===== config.mk =====
export PLATFORM = sky130hd
export DESIGN_NAME = ipcirq_top
export DESIGN_NICKNAME = d
export VERILOG_FILES = /design/src/design/ipcirq_pkg.sv /design/src/design/ipcirq_slot.sv /design/src/design/ipcirq_top.sv
export SDC_FILE = /design/constraint.sdc
export NUM_CORES = 1
export LEC_CHECK = 0
export ABC_AREA = 1
export BUFFER_PORTS_ARGS = -buffer_cell sky130_fd_sc_hd__buf_2
export CAP_MARGIN = 25
export CORE_AREA = 2 2 132 134
export DETAILED_ROUTE_END_ITERATION = 10
export DIE_AREA = 0 0 134 136
export MAX_ROUTING_LAYER = met4
export PLACE_DENSITY = 0.41
export SLEW_MARGIN = 5
export SYNTH_ARGS = -nofsm -noshare
export SYNTH_HDL_FRONTEND = slang
export SYNTH_SLANG_ARGS = --single-unit
export TNS_END_PERCENT = 30

===== constraint.sdc =====
create_clock -name core_clk -period 3.6 [get_ports core_clk]
set_input_delay 0.36 -clock core_clk [delete_from_list [all_inputs] [get_ports core_clk]]
set_output_delay 0.36 -clock core_clk [all_outputs]
set_load 0.005 [all_outputs]

===== src/design/ipcirq_pkg.sv =====
// Purpose: constants and types for the two-slot carrier interrupt control
// Assumes: one 10 MHz core clock, synchronous active-high reset
// Notes: offsets are byte offsets within the A16 window of the carrier
// Operation
// - Selector positions 0..7 provide level and control registers per slot.
// - Selector positions 8..F disable both registers per slot.
// - Disabled: offsets C0..FF route to that slot's identification space.
// - Level register: bits 2:0 first line, bits 6:4 second line, read/write.
// - Lowest field bit is the level LSB, highest the MSB.
// - Level 000 blocks the module line from any bus request.
// - Level 001..111 drives bus request IRQ1..IRQ7 equal to the value.
// - Level fields reset to the selector's predefined mapping.
// - Registers answer only in A16 space with selector 0..7.
// - Writing 1 to control bit 7 starts a slot module reset; resets to 0.
// - Reset bit reads 1 while module reset runs, clears itself after.
// - Control bit 2 reads the module error signal; reset value 0.
// - Control bits 1 and 0 read second and first line pending; reset 0.
// - Level registers at 0x01C1 (second slot) and 0x00C1 (first slot).
// - Control registers at 0x00C3 (first slot) and 0x01C3 (second slot).

package ipcirq_pkg;
	// =========================================================
	// register map
	localparam logic [8:0] OFS_SLOT_A_LEVEL = 9'h0C1;
	localparam logic [8:0] OFS_SLOT_A_CTRL = 9'h0C3;
	localparam logic [8:0] OFS_SLOT_B_LEVEL = 9'h1C1;
	localparam logic [8:0] OFS_SLOT_B_CTRL = 9'h1C3;
	localparam logic [7:0] OFS_REG_LO = 8'hC0;
	localparam logic [7:0] OFS_REG_HI = 8'hFF;
	localparam logic [7:0] OFS_ID_LO = 8'h80;
	// =========================================================
	// field positions
	localparam int FLD_FIRST_LSB = 0;
	localparam int FLD_SECOND_LSB = 4;
	localparam int BIT_RESET = 7;
	localparam int BIT_ERROR = 2;
	localparam int BIT_PEND_SECOND = 1;
	localparam int BIT_PEND_FIRST = 0;
	localparam logic [7:0] LEVEL_WMASK = 8'h77;
	localparam logic [7:0] CTRL_RESET_VAL = 8'h00;
	localparam logic [3:0] RSV_FILL = 4'h0;
	// =========================================================
	// timing: module reset pulse length (no figure printed)
	localparam int MOD_RESET_NS = 1000;
	localparam int CLK_PERIOD_NS = 100;
	localparam int MOD_RESET_CYC = (MOD_RESET_NS + CLK_PERIOD_NS - 1)
		/ CLK_PERIOD_NS;
	// =========================================================
	// types
	typedef logic [2:0] ipcirq_level_t;
	typedef struct packed {
		ipcirq_level_t second;
		ipcirq_level_t first;
	} ipcirq_map_s;
	typedef struct packed {
		logic [1:0] irq;
		logic error;
	} ipcirq_mod_s;
	typedef enum logic [1:0] {
		RST_IDLE = 2'b01,
		RST_BUSY = 2'b10
	} ipcirq_rst_e;

	// predefined mapping for selector (low three bits), one slot
	function automatic ipcirq_map_s ipcirq_preset(input logic [2:0] sel,
		input logic slot_b);
		ipcirq_map_s m;
		m = '0;
		case ({slot_b, sel})
			4'h1: m = '{second: 3'h2, first: 3'h1};
			4'h2: m = '{second: 3'h5, first: 3'h4};
			4'h3: m = '{second: 3'h4, first: 3'h6};
			4'h4: m = '{second: 3'h1, first: 3'h1};
			4'h9: m = '{second: 3'h4, first: 3'h3};
			4'hA: m = '{second: 3'h1, first: 3'h2};
			4'hB: m = '{second: 3'h1, first: 3'h3};
			4'hC: m = '{second: 3'h2, first: 3'h2};
			default: m = '0;
		endcase
		return m;
	endfunction : ipcirq_preset
endpackage : ipcirq_pkg


===== src/design/ipcirq_slot.sv =====
// Purpose: one mezzanine slot: level register, reset sequencer, status
// Assumes: module inputs already synchronised
// Notes: module reset pulse length is MOD_RESET_CYC
`timescale 1ns/10ps
`default_nettype none
module ipcirq_slot
	import ipcirq_pkg::*;
#(
	parameter int RESET_CYC = MOD_RESET_CYC
) (
	// clock and reset
	input wire logic core_clk,
	input wire logic sys_rst,
	// configuration
	input wire ipcirq_map_s preset,
	// register access
	input wire logic level_wr,
	input wire logic ctrl_wr,
	input wire logic [7:0] wdata,
	// module side
	input wire ipcirq_mod_s mod_in,
	output logic mod_reset,
	// results
	output ipcirq_map_s level,
	output logic [7:0] ctrl_rd,
	output logic [7:0] req_lines
);
	// =========================================================
	// level register
	ipcirq_rst_e state;
	logic [15:0] cnt;
	logic load_done;
	always_ff @(posedge core_clk) begin
		if (sys_rst) begin
			level <= '0;
			load_done <= 1'b0;
		end else if (!load_done) begin
			level <= preset;
			load_done <= 1'b1;
		end else if (level_wr) begin
			level.first <= wdata[FLD_FIRST_LSB +: 3];
			level.second <= wdata[FLD_SECOND_LSB +: 3];
		end
	end
	// =========================================================
	// module reset sequencer
	wire start = ctrl_wr && wdata[BIT_RESET];
	always_ff @(posedge core_clk) begin
		if (sys_rst) begin
			state <= RST_IDLE;
			cnt <= '0;
		end else begin
			case (state)
				RST_IDLE: begin
					if (start) begin
						state <= RST_BUSY;
						cnt <= 16'(RESET_CYC - 1);
					end
				end
				RST_BUSY: begin
					if (cnt == '0) state <= RST_IDLE;
					else cnt <= cnt - 16'h0001;
				end
				default: state <= RST_IDLE;
			endcase
		end
	end
	assign mod_reset = (state == RST_BUSY);
	// =========================================================
	// status and request decode
	assign ctrl_rd = {mod_reset, RSV_FILL, mod_in.error,
		mod_in.irq};
	genvar g;
	generate
		for (g = 1; g < 8; g++) begin : g_lvl
			assign req_lines[g] =
				(mod_in.irq[0] && level.first == 3'(g)) ||
				(mod_in.irq[1] && level.second == 3'(g));
		end
	endgenerate
	assign req_lines[0] = 1'b0;

	// =========================================================
	// checks
	// length of the current module reset run, for the pulse check
	logic [15:0] busy_len;
	always_ff @(posedge core_clk) begin
		if (sys_rst) busy_len <= '0;
		else if (mod_reset) busy_len <= busy_len + 16'h0001;
		else busy_len <= '0;
	end
	property p_reset_start;
		@(posedge core_clk) disable iff (sys_rst)
		(state == RST_IDLE && start) |=> mod_reset;
	endproperty
	a_reset_start: assert property (p_reset_start)
		else $error("module reset did not start");
	property p_reset_len;
		@(posedge core_clk) disable iff (sys_rst)
		$fell(mod_reset) |-> busy_len == 16'(RESET_CYC);
	endproperty
	a_reset_len: assert property (p_reset_len)
		else $error("module reset length wrong");
	property p_zero_blocks;
		@(posedge core_clk) disable iff (sys_rst)
		(level.first == 3'h0 && level.second == 3'h0) |-> req_lines == '0;
	endproperty
	a_zero_blocks: assert property (p_zero_blocks)
		else $error("disabled level drives request");
endmodule : ipcirq_slot
`default_nettype wire


===== src/design/ipcirq_top.sv =====
// Purpose: two-slot carrier interrupt level and control registers
// Assumes: A16 strobe-level access, one cycle per access, 10 MHz clock
// Notes: read data registered; ack one cycle after the strobe
`timescale 1ns/10ps
`default_nettype none
module ipcirq_top
	import ipcirq_pkg::*;
#(
	parameter int RESET_CYC = MOD_RESET_CYC
) (
	// clock and reset
	input wire logic core_clk,
	input wire logic sys_rst,
	// configuration switch
	input wire logic [3:0] interrupt_map_selector_switch,
	// bus side
	input wire logic bus_strobe,
	input wire logic bus_a16,
	input wire logic bus_write,
	input wire logic [8:0] bus_addr,
	input wire logic [7:0] bus_wdata,
	output logic [7:0] bus_rdata,
	output logic bus_ack,
	output logic id_space_sel,
	output logic [6:0] vme_irq_req,
	// mezzanine slot a
	input wire ipcirq_mod_s mezzanine_slot_a,
	output logic slot_a_module_reset,
	// mezzanine slot b
	input wire ipcirq_mod_s mezzanine_slot_b,
	output logic slot_b_module_reset
);
	// =========================================================
	// input synchronisers
	logic [3:0] sel_m, sel;
	ipcirq_mod_s a_m, a_s, b_m, b_s;
	always_ff @(posedge core_clk) begin
		sel_m <= interrupt_map_selector_switch;
		sel <= sel_m;
		a_m <= mezzanine_slot_a;
		a_s <= a_m;
		b_m <= mezzanine_slot_b;
		b_s <= b_m;
	end
	// =========================================================
	// decode
	wire regs_on = !sel[3];
	wire in_reg = bus_addr[7:0] >= OFS_REG_LO;
	wire acc = bus_strobe && bus_a16 && regs_on;
	wire wr = acc && bus_write;
	wire a_lvl_hit = acc && bus_addr == OFS_SLOT_A_LEVEL;
	wire b_lvl_hit = acc && bus_addr == OFS_SLOT_B_LEVEL;
	wire a_ctl_hit = acc && bus_addr == OFS_SLOT_A_CTRL;
	wire b_ctl_hit = acc && bus_addr == OFS_SLOT_B_CTRL;
	assign id_space_sel = bus_strobe && bus_a16 && bus_addr[7:0] >= OFS_ID_LO
		&& !(regs_on && in_reg);
	// =========================================================
	// slots
	ipcirq_map_s a_lvl, b_lvl;
	logic [7:0] a_ctl, b_ctl, a_req, b_req;
	ipcirq_slot #(.RESET_CYC(RESET_CYC)) u_slot_a (
		.core_clk(core_clk),
		.sys_rst(sys_rst),
		.preset(ipcirq_preset(sel[2:0], 1'b0)),
		.level_wr(wr && a_lvl_hit),
		.ctrl_wr(wr && a_ctl_hit),
		.wdata(bus_wdata),
		.mod_in(a_s),
		.mod_reset(slot_a_module_reset),
		.level(a_lvl),
		.ctrl_rd(a_ctl),
		.req_lines(a_req)
	);
	ipcirq_slot #(.RESET_CYC(RESET_CYC)) u_slot_b (
		.core_clk(core_clk),
		.sys_rst(sys_rst),
		.preset(ipcirq_preset(sel[2:0], 1'b1)),
		.level_wr(wr && b_lvl_hit),
		.ctrl_wr(wr && b_ctl_hit),
		.wdata(bus_wdata),
		.mod_in(b_s),
		.mod_reset(slot_b_module_reset),
		.level(b_lvl),
		.ctrl_rd(b_ctl),
		.req_lines(b_req)
	);
	// =========================================================
	// read data and outputs
	wire [7:0] next_rdata =
		a_lvl_hit ? {1'b0, a_lvl.second, 1'b0, a_lvl.first} :
		b_lvl_hit ? {1'b0, b_lvl.second, 1'b0, b_lvl.first} :
		a_ctl_hit ? a_ctl :
		b_ctl_hit ? b_ctl : 8'h00;
	always_ff @(posedge core_clk) begin
		if (sys_rst) begin
			bus_rdata <= 8'h00;
			bus_ack <= 1'b0;
			vme_irq_req <= 7'h00;
		end else begin
			bus_rdata <= next_rdata;
			bus_ack <= acc;
			vme_irq_req <= a_req[7:1] | b_req[7:1];
		end
	end

	// =========================================================
	// checks
	property p_off_no_ack;
		@(posedge core_clk) disable iff (sys_rst)
		(bus_strobe && sel[3]) |=> !bus_ack;
	endproperty
	a_off_no_ack: assert property (p_off_no_ack)
		else $error("registers answered while disabled");
	property p_err_read;
		@(posedge core_clk) disable iff (sys_rst)
		(a_ctl_hit && !bus_write) |=> bus_rdata[BIT_ERROR] == $past(a_s.error);
	endproperty
	a_err_read: assert property (p_err_read)
		else $error("error bit mismatch");
	property p_id_route;
		@(posedge core_clk) disable iff (sys_rst)
		(bus_strobe && bus_a16 && sel[3] && in_reg) |-> id_space_sel;
	endproperty
	a_id_route: assert property (p_id_route)
		else $error("id space not selected");
	property p_lvl_route;
		@(posedge core_clk) disable iff (sys_rst)
		(a_s.irq[0] && a_lvl.first != 3'h0) |=>
			vme_irq_req[$past(a_lvl.first) - 1];
	endproperty
	a_lvl_route: assert property (p_lvl_route)
		else $error("level not routed");
endmodule : ipcirq_top
`default_nettype wire


==> results.toml <==
[logic_synthesis]
ys_warn_count = 0
ys_types = 34
syn_inst = 692
syn_area_mm2 = 0.004424
synth_flop_cell = "dfxtp_1"
syn_area_per_cell_um2 = 6.393
ys_seq_area_frac = 0.3801
syn-num-nets = 732
synthArstFlopShare = 0
synth_seq_cells = 84
synth_edf_count = 0

[routing]
drt-vias-per-instance = 4.328
ant_nets = 0
routed_wl_um = 11760
first_pass_iters = 7
dr_total_vias = 4177
wl_per_cell_um = 12.19
post-route-drc-count = 0
drtIter0Drc = 223

[worst_setup_path]
end_kind = "primary output"
r2r-end = "u_slot_a.cnt[2]$_SDFFE_PP0P_"
critical_path_class = "reg -> out"
path_max_fanout = 9
worstSetupStartpointType = "register"
crit_start = "u_slot_a.state[0]$_SDFFE_PP1P_"
r2r_start = "u_slot_a.state[0]$_SDFFE_PP1P_"
rr_worst_depth = 6
rrSetupSlack_ps = 1890
endpoint = "slot_a_module_reset"
crit_required_ps = 3240
crit_arrival_ps = 1360

[clock_tree]
cts_tree = "done"
cts_resized = 0
cts_buffer_depth = 2
root_buffer = "clkbuf_16"
clkLatencyLatePin_ps = 340
numClockSinks = 84
clk_pin_slew_ps = 70
ctsHoldBuffers = 0
cts_buffers = 9
post_cts_buffers = 0
htree_levels = 3

[timing]
whs_ps = 116.4
fin_crit_sh = 0.4777
hold_viol = 0
post-route-min-period_ps = 1720
setup_viol = 0
fmax_mhz = 581.5
fin_setup_tns_ps = 0
finClkSkew_ps = 8.697
slew_violations = 0
rsz0062_at_grt = "false"

[final_layout]
final_nets = 775
register_area_mm2 = 0.001682
drive_above_1_share = 0.1297
final_common_cell = "nand2_1"
final_util = 0.3054
syn2layout_area_growth_pct = 16.49
antenna_cells = 0
multi_input_area_mm2 = 0.002250
n_fill_cell = 1894
mostFrequentLayoutCells = "204 x nand2_1, 108 x nor2_1, 95 x inv_1, 84 x dfxtp_1, 58 x nand3_1"

[hold_path]
hp-class = "in -> reg"

[floorplan]
die_x_um = 134
die_h_um = 136
initial_core_util = 0.2622
ioPinCount = 51
die_area_mm2 = 0.01822
num_rows = 48
core_mm2 = 0.01688

[power_and_ir_drop]
p_per_area_mw_per_mm2 = 670.9
ir_worst_vdd_mv = 0.2945
leakagePower_nw = 2.464
p_total_mw = 3.458

[global_routing]
grt_pass1_wl_um = 19550
overflow = 0
first_global_vias = 4029
grt_max_degree = 38
antenna_found_initial = 0
track_usage = 0.1410

[placed_design]
port_buffers = 48
dp_hpwl_um = 8711
gp_congestion = 0.8570

[run]
maxCapViolCount = 0

[status]
status = "complete, no violations"
flip-flops by register name, summed over array words and instances (netlist names), 2 cells and up:
name,count
u_slot_b.level,6
u_slot_b.cnt,16
u_slot_a.level,6
u_slot_a.cnt,16
bus_rdata,7
sel_m,4
u_slot_a.state,2
a_s,3
vme_irq_req,7
b_s,3
b_m,3
a_m,3
sel,4
u_slot_b.state,2
how the worst min path moves through the flow:
stage / start / end / slack (ps) / depth (start not counted)
after global routing: interrupt_map_selector_switch[0] / sel_m[0]$_DFF_P_ / 90 / 1
after CTS: mezzanine_slot_a[1] / a_m[1]$_DFF_P_ / 100 / 1
final: interrupt_map_selector_switch[3] / sel_m[3]$_DFF_P_ / 120 / 1
after global placement: b_m[0]$_DFF_P_ / b_s[0]$_DFF_P_ / 310 / 0
after detailed placement: sel_m[2]$_DFF_P_ / sel[2]$_DFF_P_ / 310 / 0
after floorplan: a_m[0]$_DFF_P_ / a_s[0]$_DFF_P_ / 310 / 0
cells in the mapped netlist (2+ instances only):
library cell  instances  area share
nand2_1             204        0.17
nor2_1              108       0.092
inv_1                95       0.081
dfxtp_1              84        0.38
nand3_1              58       0.066
a21oi_1              50       0.057
o21ai_0              17       0.019
nor2_2               12       0.017
clkbuf_1              9      0.0076
ha_1                  8       0.023
nand2_4               5       0.013
nand3_2               5       0.011
buf_6                 4       0.010
a31oi_1               3      0.0042
a41oi_1               3      0.0059
buf_4                 3      0.0051
nand2_2               3      0.0042
a32oi_1               2      0.0040
buf_2                 2      0.0023
inv_4                 2      0.0028
xor2_1                2      0.0040
layout make-up:
class,count,share of cell area
Clock inverter,5,0.01141
Clock buffer,11,0.04710
Timing Repair Buffer,51,0.05098
Multi-Input combinational cell,490,0.4365
Inverter,99,0.07308
Sequential cell,84,0.3263
Tap cell,225,0.05462
cells by family (layout without fill, tap and decap cells):
kind of cell    after synthesis  in the layout  share of synthesized area
compound gates               79             79                    0.09672
xor+xnor                      3              3                   0.005940
fa+ha+maj                     8              8                    0.02263
buf+inv                     118            166                     0.1114
flops                        84             84                     0.3801
other cells                   1              1                  0.0008476
simple gates                399            399                     0.3824
metal layers:
layer	track usage	vias to the layer above	routed length [um]
met4	0.05910	0	104
met5	-	-	0
met3	0.02386	6	450
met2	0.2211	80	5417
li1	-	2231	-
met1	0.1800	1860	5787
report_power, final:
part           total, mW  internal [mW]  leakage, nW  switching [mW]
logic               1.41          0.438         1.63           0.969
registers           1.09           1.02        0.690          0.0735
clock network      0.957          0.559        0.142           0.399
total               3.46           2.02         2.46            1.44
metrics by stage:
step / setup slack, ps / cells / cell area, um^2
CTS: 1853 / 965 / 5154
finish: 1880 / 965 / 5154
global route: 1692 / 965 / 5154
detailed placement: 1712 / 949 / 4852
global placement: 1760 / 949 / 4852
floorplan: 2159 / 692 / 4424
critical path, cell delays in order (launching register included):
cell     delay, ps
dfxtp_1        330
inv_1           60
ha_1           430
buf_2          200
No activity file was read; power rests on OpenSTA's default activity.
